**src/core/sdrd_pkg.sv**
```systemverilog
// constants, types and register map of the response and data register bank
package sdrd_pkg;

  localparam int ADDR_W = 8;

  // register byte addresses
  localparam logic [ADDR_W-1:0] OFS_RESP_LO  = 8'h00;
  localparam logic [ADDR_W-1:0] OFS_RESP_HI  = 8'h04;
  localparam logic [ADDR_W-1:0] OFS_TX_WORD  = 8'h08;
  localparam logic [ADDR_W-1:0] OFS_RX_WORD  = 8'h0C;
  localparam logic [ADDR_W-1:0] OFS_CHECKSUM = 8'h10;
  localparam logic [ADDR_W-1:0] OFS_CONTROL  = 8'h14;
  localparam logic [ADDR_W-1:0] OFS_STATUS   = 8'h18;
  localparam logic [ADDR_W-1:0] OFS_TX_LEN   = 8'h1C;

  // reply kind codes
  localparam logic [1:0] KIND_NONE   = 2'h0;
  localparam logic [1:0] KIND_BYTE   = 2'h1;
  localparam logic [1:0] KIND_WORD16 = 2'h2;
  localparam logic [1:0] KIND_BITS40 = 2'h3;

  // byte counts of a word
  localparam logic [2:0] BYTES_FULL = 3'h4;
  localparam logic [2:0] BYTES_NONE = 3'h0;

  // status bit positions
  localparam int ST_RX_FULL  = 0;
  localparam int ST_TX_BUSY  = 1;

  // register bus request
  typedef struct packed {
    logic              wr;
    logic              rd;
    logic [ADDR_W-1:0] addr;
    logic [31:0]       wdata;
  } sdrd_bus_s;

  // completed reply from the protocol engine
  typedef struct packed {
    logic        done;
    logic [31:0] reply_bits_low;
    logic [7:0]  reply_bits_high;
  } sdrd_reply_s;

  // received word: valid bytes sit in the low lanes
  typedef struct packed {
    logic        valid;
    logic [2:0]  nbytes;
    logic [31:0] word;
  } sdrd_rx_s;

  // checksum result after a received block
  typedef struct packed {
    logic        done;
    logic [15:0] value;
  } sdrd_crc_s;

  // word handed to the transmit path; valid bytes sit in the high lanes
  typedef struct packed {
    logic        valid;
    logic [2:0]  nbytes;
    logic [31:0] word;
  } sdrd_tx_s;

  // whole state of the register bank
  typedef struct packed {
    logic [31:0] resp_lo;
    logic [7:0]  resp_hi;
    logic [1:0]  kind;
    logic [15:0] tx_left;
    sdrd_tx_s    tx;
    logic [31:0] rx_word;
    logic        rx_full;
    logic        rx_take;
    logic [15:0] crc;
    logic [31:0] rdata;
  } sdrd_state_s;

  localparam sdrd_state_s STATE_RST = '0;

endpackage

```
**src/core/sdrd_regs.sv**
```systemverilog
// response capture, data word buffers and checksum register bank
//
// Added by the designer: the strobed register port and the register addresses.
`timescale 1ns/1ps
module sdrd_regs
  import sdrd_pkg::*;
#(
  parameter int LEN_W = 16
)(
  // clock and reset
  input  wire logic        mclk_i,
  input  wire logic        resetn_i,
  // register port
  input  wire sdrd_bus_s   bus_i,
  output      logic [31:0] rdata_o,
  // protocol engine side
  input  wire sdrd_reply_s reply_i,
  input  wire sdrd_rx_s    rx_i,
  input  wire sdrd_crc_s   crc_i,
  input  wire logic        tx_ready_i,
  output      sdrd_tx_s    tx_o,
  output      logic        rx_take_o,
  output      logic [1:0]  reply_kind_select_o
);

  if (LEN_W != 16) begin : g_bad_len
    $error("sdrd_regs: LEN_W must be 16");
  end

  sdrd_state_s st_q;
  sdrd_state_s st_d;
  logic [31:0] tx_packed;
  logic [31:0] rx_packed;
  logic [2:0]  tx_nbytes;
  logic        wr_tx;
  logic        rd_rx;

  // bytes in the next transmit word; a spent length sends full words
  assign tx_nbytes = (st_q.tx_left == '0 || st_q.tx_left >= 16'h0004)
                     ? BYTES_FULL : st_q.tx_left[2:0];
  assign wr_tx     = bus_i.wr && bus_i.addr == OFS_TX_WORD;
  assign rd_rx     = bus_i.rd && bus_i.addr == OFS_RX_WORD;

  // stuff lanes of a short transmit word are forced to zero
  sdrd_lane_mask u_tx_mask (
    .word_i   (bus_i.wdata),
    .nbytes_i (tx_nbytes),
    .high_i   (1'b1),
    .word_o   (tx_packed)
  );

  // unused upper lanes of a short received word read zero
  sdrd_lane_mask u_rx_mask (
    .word_i   (rx_i.word),
    .nbytes_i (rx_i.nbytes),
    .high_i   (1'b0),
    .word_o   (rx_packed)
  );

  // next state
  always_comb begin
    st_d         = st_q;
    st_d.rdata   = '0;
    st_d.rx_take = 1'b0;

    // reply capture shaped by the selected kind, held otherwise
    if (reply_i.done) begin
      unique case (st_q.kind)
        KIND_BYTE: begin
          st_d.resp_lo = {24'h00_0000, reply_i.reply_bits_low[7:0]};
          st_d.resp_hi = 8'h00;
        end
        KIND_WORD16: begin
          st_d.resp_lo = {16'h0000, reply_i.reply_bits_low[15:0]};
          st_d.resp_hi = 8'h00;
        end
        KIND_BITS40: begin
          st_d.resp_lo = reply_i.reply_bits_low;
          st_d.resp_hi = reply_i.reply_bits_high;
        end
        KIND_NONE: begin
          // no reply expected, keep the previous one
        end
      endcase
    end

    // transmit hand-off completes on ready
    if (st_q.tx.valid && tx_ready_i) begin
      st_d.tx.valid = 1'b0;
    end

    // a write while a word is still pending is dropped: no buffer here
    if (wr_tx && !st_q.tx.valid) begin
      st_d.tx.valid  = 1'b1;
      st_d.tx.word   = tx_packed;
      st_d.tx.nbytes = tx_nbytes;
      st_d.tx_left   = (st_q.tx_left > 16'({13'h0000, tx_nbytes}))
                       ? st_q.tx_left - 16'({13'h0000, tx_nbytes}) : '0;
    end

    // software reads release the receive word
    if (rd_rx) begin
      st_d.rx_full = 1'b0;
      st_d.rx_take = 1'b1;
    end
    // new arrival wins over a same-cycle release
    if (rx_i.valid) begin
      st_d.rx_word = rx_packed;
      st_d.rx_full = 1'b1;
    end

    if (crc_i.done) begin
      st_d.crc = crc_i.value;
    end

    // control writes
    if (bus_i.wr) begin
      if (bus_i.addr == OFS_CONTROL) begin
        st_d.kind = bus_i.wdata[1:0];
      end
      if (bus_i.addr == OFS_TX_LEN) begin
        st_d.tx_left = bus_i.wdata[LEN_W-1:0];
      end
    end

    // read data stand only in the cycle after the strobe
    if (bus_i.rd) begin
      unique case (bus_i.addr)
        OFS_RESP_LO:  st_d.rdata = st_q.resp_lo;
        OFS_RESP_HI:  st_d.rdata = {24'h00_0000, st_q.resp_hi};
        OFS_RX_WORD:  st_d.rdata = st_q.rx_word;
        OFS_CHECKSUM: st_d.rdata = {16'h0000, st_q.crc};
        OFS_CONTROL:  st_d.rdata = {30'h0000_0000, st_q.kind};
        OFS_STATUS: begin
          st_d.rdata[ST_RX_FULL] = st_q.rx_full;
          st_d.rdata[ST_TX_BUSY] = st_q.tx.valid;
        end
        OFS_TX_LEN:   st_d.rdata = {16'h0000, st_q.tx_left};
        default:      st_d.rdata = '0;   // transmit word and holes read zero
      endcase
    end
  end

  // state register
  always_ff @(posedge mclk_i) begin
    if (!resetn_i) begin
      st_q <= STATE_RST;
    end else begin
      st_q <= st_d;
    end
  end

  assign rdata_o             = st_q.rdata;
  assign tx_o                = st_q.tx;
  assign rx_take_o           = st_q.rx_take;
  assign reply_kind_select_o = st_q.kind;

  // checks
  a_resp_one_byte: assert property (@(posedge mclk_i) disable iff (!resetn_i)
    reply_i.done && st_q.kind == KIND_BYTE |=>
      st_q.resp_lo == {24'h00_0000, $past(reply_i.reply_bits_low[7:0])} && st_q.resp_hi == 8'h00)
    else $error("one-byte reply not right-aligned");

  a_resp_word16: assert property (@(posedge mclk_i) disable iff (!resetn_i)
    reply_i.done && st_q.kind == KIND_WORD16 |=>
      st_q.resp_lo[31:16] == 16'h0000 && st_q.resp_hi == 8'h00)
    else $error("16-bit reply upper bits not zero");

  a_resp_bits40: assert property (@(posedge mclk_i) disable iff (!resetn_i)
    reply_i.done && st_q.kind == KIND_BITS40 |=>
      st_q.resp_lo == $past(reply_i.reply_bits_low)
      && st_q.resp_hi == $past(reply_i.reply_bits_high))
    else $error("40-bit reply not captured whole");

  a_resp_hold: assert property (@(posedge mclk_i) disable iff (!resetn_i)
    !reply_i.done && !(bus_i.wr && bus_i.addr == OFS_CONTROL) |=>
      $stable(st_q.resp_lo) && $stable(st_q.resp_hi))
    else $error("response changed without a reply");

  a_tx_take_word: assert property (@(posedge mclk_i) disable iff (!resetn_i)
    wr_tx && !st_q.tx.valid |=> tx_o.valid && tx_o.nbytes == $past(tx_nbytes))
    else $error("transmit word not handed on");

  a_tx_stuff_lanes: assert property (@(posedge mclk_i) disable iff (!resetn_i)
    tx_o.valid && tx_o.nbytes != BYTES_FULL |->
      (tx_o.word << {tx_o.nbytes, 3'h0}) == 32'h0000_0000)
    else $error("stuff lanes of short transmit word not clear");

  a_rx_upper_zero: assert property (@(posedge mclk_i) disable iff (!resetn_i)
    rx_i.valid && rx_i.nbytes < BYTES_FULL |=>
      (st_q.rx_word >> {$past(rx_i.nbytes), 3'h0}) == 32'h0000_0000 ##1
      (!$past(bus_i.rd) || $past(bus_i.addr) != OFS_RX_WORD
       || rdata_o == $past(st_q.rx_word)))
    else $error("short receive word upper lanes not zero");

  a_rx_read_data: assert property (@(posedge mclk_i) disable iff (!resetn_i)
    rd_rx |=> rdata_o == $past(st_q.rx_word) && rx_take_o)
    else $error("receive read returned wrong data");

  a_crc_capture: assert property (@(posedge mclk_i) disable iff (!resetn_i)
    crc_i.done ##1 (bus_i.rd && bus_i.addr == OFS_CHECKSUM) |=>
      rdata_o == {16'h0000, $past(crc_i.value, 2)})
    else $error("checksum read does not show last value");

  // a stored word must be the masked arrival, and set must beat a same-cycle release
  a_rx_store_word: assert property (@(posedge mclk_i) disable iff (!resetn_i)
    rx_i.valid |=> st_q.rx_full && st_q.rx_word == $past(rx_packed))
    else $error("received word not stored");

  // a pending transmit word may not change until the path has taken it
  a_tx_word_hold: assert property (@(posedge mclk_i) disable iff (!resetn_i)
    tx_o.valid && !tx_ready_i |=> tx_o.valid && $stable(tx_o.word) && $stable(tx_o.nbytes))
    else $error("pending transmit word changed");

  c_reply40: cover property (@(posedge mclk_i) disable iff (!resetn_i)
    reply_i.done && st_q.kind == KIND_BITS40);
  c_reply_none: cover property (@(posedge mclk_i) disable iff (!resetn_i)
    reply_i.done && st_q.kind == KIND_NONE);
  // software writing faster than the path drains: the word is dropped
  c_tx_refused: cover property (@(posedge mclk_i) disable iff (!resetn_i)
    wr_tx && st_q.tx.valid);
  c_tx_short: cover property (@(posedge mclk_i) disable iff (!resetn_i)
    tx_o.valid && tx_o.nbytes == 3'h3 && tx_ready_i);
  c_rx_short_read: cover property (@(posedge mclk_i) disable iff (!resetn_i)
    rx_i.valid && rx_i.nbytes == 3'h1 ##1 rd_rx);

endmodule

```
**src/core/sdrd_lane_mask.sv**
```systemverilog
// byte-lane mask for partial final words, high- or low-aligned
`timescale 1ns/1ps
module sdrd_lane_mask
  import sdrd_pkg::*;
(
  // word and its valid byte count
  input  wire logic [31:0] word_i,
  input  wire logic [2:0]  nbytes_i,
  input  wire logic        high_i,
  // masked word
  output      logic [31:0] word_o
);

  // per lane: high alignment keeps the top nbytes lanes, low keeps the bottom
  for (genvar k = 0; k < 4; k++) begin : g_lane
    logic keep;
    assign keep = high_i ? (({1'b0, 3'(k)} + {1'b0, nbytes_i}) >= 4'h4)
                         : ({1'b0, 3'(k)} < {1'b0, nbytes_i});
    assign word_o[8*k +: 8] = keep ? word_i[8*k +: 8] : 8'h00;
  end

endmodule

```
**config.mk**
```make
export PLATFORM = sky130hd
export DESIGN_NAME = sdrd_regs
export DESIGN_NICKNAME = d
export VERILOG_FILES = /design/src/core/sdrd_pkg.sv /design/src/core/sdrd_regs.sv /design/src/core/sdrd_lane_mask.sv
export SDC_FILE = /design/constraint.sdc
export NUM_CORES = 1
export LEC_CHECK = 0
export BUFFER_PORTS_ARGS = -buffer_cell sky130_fd_sc_hd__buf_2
export CAP_MARGIN = 10
export CORE_MARGIN = 2
export CORE_UTILIZATION = 45
export CTS_CLUSTER_SIZE = 14
export DETAILED_ROUTE_END_ITERATION = 12
export PLACE_DENSITY_LB_ADDON = 0.2
export SLEW_MARGIN = 25
export SYNTH_ARGS = -nofsm -noshare
export SYNTH_HDL_FRONTEND = slang
export SYNTH_SLANG_ARGS = --single-unit
```
**constraint.sdc**
```tcl
create_clock -name mclk_i -period 5.15 [get_ports mclk_i]
set_clock_uncertainty 0.05 [all_clocks]
set_input_delay 0.515 -clock mclk_i [delete_from_list [all_inputs] [get_ports mclk_i]]
set_output_delay 0.515 -clock mclk_i [all_outputs]
set_load 0.05 [all_outputs]
```
==> flow_summary.ini, run 1 <==
[sta]
fin_tns_setup_ns = 0
period_minus_slack_ns = 3.66
max_freq_mhz = 273
tightest_slew_ns = 0.983
finalHoldViolCount = 0
holdWs_ns = 0.262
finalCritPeriodShare = 0.711
relSlewSlack = 0.345
slew_viol_final = 0
setup_viol = 0
rsz0062_at_grt = false

[cells_and_area]
final_nets = 1076
drive_gt1_frac = 0.280
area_growth_syn_to_layout_pct = 17.4
final_util = 0.543

[pwr]
p_sw_uw = 663
pwr-share-comb = 0.052
swShare = 0.226
power.density_nw_per_um2 = 338
clkPwrFrac = 0.472
leakage_uw = 0.00353
peakVddDrop_v = 0.000213
seq_power_share = 0.475
p_int_uw = 2270

[clock_network]
clk_pin_slew_worst_paths_ns = 0.07
cts_root_buffer = clkbuf_16
clockBufferDepth = 2
postCtsSetupBuffers = 0
postCtsResizedCells = 0
cts_tree = built
h-tree-depth = 4
cts_made_buffers = 17
clock_latency_ns = 0.43
cts.hold.buffers_added = 0
cts_sinks = 176

[worst_setup_path]
required_ns = 5.45
cp_cell_sequence = or4_1 > nor4_4 > and2_1 > nand2b_1 > ha_1 > a21o_1 > nand2_1 > a31oi_1 > nand2_2 > o211ai_1
end_kind = register
reg2reg_from = st_q[121]
arrival_ns = 3.96
cp_max_fo = 9
cp-startpoint = st_q[121]
slowest_stage = or4_1
critPathMaxStageDelay_ns = 0.73
worstSetupStartpointType = register
crit_type = reg2reg

[grt]
grt_max_degree = 93
grt_use_total = 0.234
antenna_found_initial = 3
grt_pass1_vias = 5900
overflow = 0
grt_pass1_wl_mm = 32.5

[yosys]
ys.flop_type = dfxtp_1
avgSynthCellArea_sq_um = 8.90
synth_area_sq_um = 7370
ys_warn_count = 0
yosys.cell_types.count = 53
synthTopCellsByArea = dfxtp_1 (48%), a22oi_1 (11%), buf_4 (7.3%), nor2_1 (6.3%), a21oi_1 (4.8%)
synth_top_cell_by_area = dfxtp_1
synth-edff-count = 0
synth_nets = 968
ys_seq_area_frac = 0.478
synthTopCellsByCount = dfxtp_1 (176), nor2_1 (124), a22oi_1 (104)
netlist.area_leader.share = 0.478
synth_seq_cells = 176
async_flop_share = 0
synth.most_common_cell = dfxtp_1
syn_inst = 828

[placement]
port_buffers = 209
routabilityCongestion = 0.872
hpwl_mm = 14.4

[routing]
drc_errors = 0
wl_per_cell_um = 17.5
wl_mm = 20.5
vias_per_cell = 5.39
drt.antenna.violating_nets = 0
vias = 6297
drt_pass1_iterations = 5
drtIter0Drc = 474

[hold_path]
holdCritStartpoint = rx_i[2]
hp-class = in2reg

[status]
status = completed

[floorplan]
dieWidth_um = 132
start_util = 0.462
num_io_pins = 210
coreArea_sq_um = 15900
dieArea_sq_um = 17400
die_y_um = 132
placementRows = 46

[job]
cap_violations = 0
-- per-layer routing --
metal | GRT usage | vias to the layer above | share of wire
met5 | 0 | - | 0
met4 | 0.0845 | 0 | 0.018
met3 | 0.0458 | 24 | 0.064
met2 | 0.359 | 234 | 0.45
met1 | 0.328 | 2974 | 0.46
li1 | - | 3065 | -
-- kinds of logic after synthesis --
kind of cell             count (synthesis)  synth area share
AND/OR/NAND/NOR                        258             0.167
AO/OA/AOI/OAI                          231             0.211
flip-flops                             176             0.478
buffers and inverters                  132             0.104
multiplexers                            20            0.0272
XOR/XNOR                                 9            0.0107
adder cells (fa/ha/maj)                  1           0.00170
other                                    1          0.000509
-- per-stage QoR --
step	setup slack [ns]	total power, uW	cell area [sq um]	instances
global placement	1.62	1580	8010	1133
global route	1.28	3030	8660	1168
floorplan	2.24	1490	7370	828
finish	1.49	2930	8660	1168
CTS	1.53	2950	8650	1165
detailed placement	1.59	1580	8020	1133
-- layout by cell type, fill, tap and decap left out, types with 4 or more instances in the layout --
cell type   synthesis  routed
a211oi_1            4       4
a21oi_1            70      70
a22oi_1           104     104
a31oi_1            12      12
and3_1              5       4
buf_2               2     209
buf_4              72       7
bufinv_16           0       4
clkbuf_16           0      17
clkinvlp_4          0       7
dfxtp_1           176     176
inv_1               5       4
mux2i_1            20      20
nand2_1            47      47
nand2b_1           11      11
nand3_1            14      14
nor2_1            124     123
nor2b_1            27      27
nor3_1              6       5
o21a_1              5       5
o21ai_0             6       6
o2bb2ai_1           8       8
or2_2               4       4
or4_1               4       4
xnor2_1             7       7
-- power by group through the flow --
stage	combinational, uW	clock, uW	sequential [uW]
detailed placement	153	0	1420
CTS	153	1400	1390
global route	169	1460	1390
finish	153	1380	1390
floorplan	74.9	0	1420
global placement	153	0	1420
-- state kept, by name, summed over array words and instances, names as in the netlist --
| name | count |
|---|---|
| tx_o | 36 |
| rx_take_o | 1 |
| rdata_o | 32 |
| st_q | 105 |
| reply_kind_select_o | 2 |
-- final timing paths --
| path | cells after the start | to | slack, ns |
|---|---|---|---|
| min | 3 | st_q[52] | 0.26 |
| max | 10 | st_q[130] | 1.49 |
| min reg2reg | 2 | tx_o[27] | 0.41 |
| max reg2reg | 10 | st_q[130] | 1.49 |
-- cell type report --
class	count	area [sq um]
clock buffer	17	425
tap	216	270
fill	1502	7280
sequential	176	3520
clock inverter	15	210
inverter	5	21.3
antenna	3	7.51
timing repair buffer	216	1100
multi-input combinational	520	3100
-- worst max-delay path: cells and delay by family (launching register included) --
family                   cells  cell delay [ns]
AND/OR/NAND/NOR              6             1.99
AO/OA/AOI/OAI                3             0.96
adder cells (fa/ha/maj)      1             0.22
flip-flops                   1             0.37
Power figures use the tool's default switching activity.
==> run 2, diff against run 1 <==
clock period = 3.6 ns   (was 5.15 ns; I/O delays follow)
==> run 2 against run 1 <==
  * Sequential power increased by 43%
  * First-iteration DRC count increased by 31%
  * Setup slack got worse by 0.98 ns
  * Count of clock-buffer cells in the layout increased by 3
  * Sequential cell count unchanged
  * Final cell count about the same
  * Core utilization decreased by 0.24 points
  * Register-to-register slack got worse by 0.98 ns
==> flow_summary.ini, run 2 (synthesis results as in run 1) <==
[status]
status = completed

[clock_network]
cts_made_buffers = 17
h-tree-depth = 4
cts_tree = built
cts_sinks = 176
postCtsSetupBuffers = 0
clk_pin_slew_worst_paths_ns = 0.07
cts_root_buffer = clkbuf_16
postCtsResizedCells = 0
cts.hold.buffers_added = 0
clock_latency_ns = 0.43
clockBufferDepth = 2

[hold_path]
hp-class = in2reg

[worst_setup_path]
cp_max_fo = 9
crit_type = reg2reg
cp.buffers_inverters = 0
crit_family = simple AND/OR/NAND/NOR gates
end_kind = register
slowest_stage = or4_1
arrival_ns = 3.35
required_ns = 3.85
cp_cell_sequence = or4_1 > nor4_4 > and2_1 > nand2b_1 > ha_1 > nor2_1 > o2111ai_1 > a21o_1 > or2_2 > a31oi_1
worstSetupStartpointType = register
critPathMaxStageDelay_ns = 0.72

[cells_and_area]
final_common_cell = buf_2
final_nets = 1080
top_register = st_q
nFillCells = 1556
final_cells = 1169
area_growth_syn_to_layout_pct = 16.9
largest_register_ffs = 105
mostFrequentLayoutCells = buf_2 (209), dfxtp_1 (176), nor2_1 (123), a22oi_1 (104), a21oi_1 (70)
drive_gt1_frac = 0.280
n_antenna_cell = 0

[grt]
overflow = 0
grt_pass1_vias = 5899
grt_max_degree = 67
grt_pass1_wl_mm = 32.0
grt_use_total = 0.233
antenna_found_initial = 0

[floorplan]
placementRows = 46
start_util = 0.462
die_y_um = 132
num_io_pins = 210
dieArea_sq_um = 17400
coreArea_sq_um = 15900
dieWidth_um = 132

[routing]
wl_per_cell_um = 17.3
drt.antenna.violating_nets = 0
vias_per_cell = 5.41
drt_pass1_iterations = 5
drtIter0Drc = 623
wl_mm = 20.3
drc_errors = 0
vias = 6320

[pwr]
power.density_nw_per_um2 = 460
peakVddDrop_v = 0.000348
p_total_uw = 3970
leakage_uw = 0.00354

[sta]
tightest_slew_ns = 1.06
finalCritPeriodShare = 0.859
setup_viol = 0
slew_viol_final = 0
holdWs_ns = 0.103
fin_tns_setup_ns = 0
period_minus_slack_ns = 3.09
rsz0062_at_grt = false
finalHoldViolCount = 0
max_freq_mhz = 324
relSlewSlack = 0.295

[placement]
port_buffers = 209
placed_cells = 1137
routabilityCongestion = 0.881
hpwl_mm = 14.0

[job]
cap_violations = 0
run 2: path summary, 6_finish.rpt:
| check | startpoint | endpoint | slack, ns | depth (start not counted) |
|---|---|---|---|---|
| worst max-delay path | st_q[121] | st_q[126] | 0.51 | 10 |
| worst min-delay path | rx_i[6] | st_q[56] | 0.10 | 3 |
| worst max register to register | st_q[121] | st_q[126] | 0.51 | 10 |
| worst min register to register | tx_o[24] | tx_o[24] | 0.40 | 2 |
run 2: metal layers:
layer	GRT usage	share of wire	up-vias
li1	-	-	3070
met1	0.326	0.48	2994
met2	0.361	0.45	235
met3	0.0527	0.061	21
met4	0.0682	0.014	0
met5	0	0	-
run 2: worst register-to-register path: stages (launching register included):
cell and delay (ns):
dfxtp_1 0.38, or4_1 0.72, nor4_4 0.35, and2_1 0.22
nand2b_1 0.12, ha_1 0.23, nor2_1 0.10, o2111ai_1 0.37
a21o_1 0.23, or2_2 0.14, a31oi_1 0.07
run 2: report_power, final:
part / switching [uW] / internal [uW]
clock: 779 / 973
sequential: 15.9 / 1980
combinational: 125 / 98.4
run 2: metrics by stage:
| stage | util | worst slack [ns] | cell area (sq um) |
|---|---|---|---|
| final | 0.541 | 0.509 | 8620 |
| after detailed placement | 0.506 | 0.579 | 8070 |
| after global routing | 0.541 | 0.310 | 8620 |
| after global placement | 0.504 | 0.643 | 8040 |
| after floorplan | - | 0.694 | 7370 |
| after CTS | 0.541 | 0.562 | 8620 |
run 2: final cells by class:
class | instances | area, sq um | share of cell area
flip-flops and latches | 176 | 3520 | 0.409
inverters | 5 | 21.3 | 0.00247
clock inverters | 12 | 110 | 0.0128
well taps | 216 | 270 | 0.0313
multi-input cells | 520 | 3100 | 0.360
repair buffers | 220 | 1150 | 0.133
clock buffers | 20 | 447 | 0.0518
==> run 3, diff against run 2 <==
CTS_CLUSTER_DIAMETER = 40   (was not set)
PLACE_DENSITY_LB_ADDON = 0.05   (was 0.2)
TNS_END_PERCENT = 1   (was not set)
==> run 3 against run 2 <==
  * Setup slack got worse by 0.025 ns
  * Non-clock buffer count is 1 lower
  * Core utilization up 0.48 points
  * First-iteration DRC count shrank 25%
  * Via count fell by 0.25%
  * Highest routed layer is now met5
==> flow_summary.ini, run 3 (synthesis results as in run 1) <==
[status]
status = completed

[worst_setup_path]
cp_max_fo = 9
required_ns = 3.89
end_kind = register
worstSetupStartpointType = register
arrival_ns = 3.41
crit_type = reg2reg

[routing]
drt_pass1_iterations = 5
drt.antenna.violating_nets = 0
drc_errors = 0
vias = 6304
vias_per_cell = 5.40
wl_mm = 20.9
wl_per_cell_um = 17.9
drtIter0Drc = 468

[sta]
period_minus_slack_ns = 3.12
setup_viol = 0
tightest_slew_ns = 0.869
finalHoldViolCount = 0
max_freq_mhz = 321
rsz0062_at_grt = false
fin_tns_setup_ns = 0
slew_viol_final = 0
relSlewSlack = 0.413
finalCritPeriodShare = 0.866

[cells_and_area]
nFillCells = 1508
final_common_cell = buf_2
largest_register_ffs = 105
seqCellArea_sq_um = 3520
mostFrequentLayoutCells = buf_2 (209), dfxtp_1 (176), nor2_1 (123), a22oi_1 (104), a21oi_1 (70)
area_growth_syn_to_layout_pct = 18.0
top_register = st_q
final_nets = 1079
final_cells = 1168
multi_input_area_sq_um = 3100
drive_gt1_frac = 0.280

[clock_network]
cts_root_buffer = clkbuf_16
clock_latency_ns = 0.43
clockBufferDepth = 2
cts_made_buffers = 17
postCtsResizedCells = 0
clk_pin_slew_worst_paths_ns = 0.07
cts_tree = built
cts.hold.buffers_added = 0
h-tree-depth = 4
postCtsSetupBuffers = 0
cts_sinks = 176

[grt]
grt_use_total = 0.238
antenna_found_initial = 2
grt_max_degree = 75
overflow = 0
grt_pass1_wl_mm = 32.7
grt_pass1_vias = 6168

[floorplan]
placementRows = 46
start_util = 0.462
dieArea_sq_um = 17400
dieWidth_um = 132
num_io_pins = 210
coreArea_sq_um = 15900
die_y_um = 132

[placement]
routabilityCongestion = 0.834
port_buffers = 209
hpwl_mm = 15.0
placed_cells = 1135

[job]
cap_violations = 0

[hold_path]
hp-class = in2reg

[pwr]
peakVddDrop_v = 0.000347
leakage_uw = 0.00358
power.density_nw_per_um2 = 482
-- run 3: changes by cell type in the layout (fill, tap and decap cells not counted), moves of 2 or more --
| cell | before | now |
|---|---|---|
| clkinv_2 | 3 | 1 |
| buf_4 | 10 | 8 |
| clkinvlp_4 | 4 | 2 |
| bufinv_16 | 1 | 4 |
-- run 3: critical path: stages (launching register included) --
cell and delay, ns:
dfxtp_1 0.37, or4_1 0.72, nor4_4 0.37, and2_1 0.20, nand2b_1 0.12, ha_1 0.23
a21o_1 0.14, nand2_1 0.07, a31oi_1 0.34, nand2_2 0.22, o211ai_1 0.21
-- run 3: worst paths after layout --
check	from	to	slack [ns]	cells past startpoint
worst max-delay path	st_q[121]	st_q[130]	0.48	10
worst max register to register	st_q[121]	st_q[130]	0.48	10
worst min register to register	tx_o[25]	tx_o[25]	0.41	2
worst min-delay path	rx_i[30]	st_q[80]	0.11	3
-- run 3: final cells by class --
| type | instances | share of cell area |
|---|---|---|
| flip-flops and latches | 176 | 0.405 |
| multi-input cells | 520 | 0.357 |
| repair buffers | 219 | 0.132 |
| clock buffers | 20 | 0.0525 |
| well taps | 216 | 0.0311 |
| clock inverters | 11 | 0.0204 |
| inverters | 5 | 0.00245 |
| diodes | 1 | 0.000288 |
-- run 3: metal layers --
metal	global-route usage	up-vias	part of all wire
li1	-	3077	-
met3	0.0538	29	0.060
met1	0.328	2972	0.47
met5	0	-	0.00062
met2	0.365	224	0.45
met4	0.0888	2	0.021
-- run 3: per-stage QoR --
step                      power, uW  hold WS, ns  setup WS (ns)  utilization  instance area (sq um)
after floorplan                2140        0.382          0.694            -                   7370
after global placement         2250        0.389          0.538        0.503                   8020
after detailed placement       2260        0.398          0.509        0.505                   8050
after CTS                      4230       0.0898          0.493        0.545                   8680
after global routing           4330        0.108          0.287        0.545                   8700
final                          4190        0.107          0.483        0.546                   8700
-- run 3: power breakdown --
group          internal (uW)  switching [uW]  leakage, uW
Combinational           97.6             123      0.00185
Clock                   1200             774     0.000305
Sequential              1980            16.4      0.00143
Total                   3280             913      0.00358
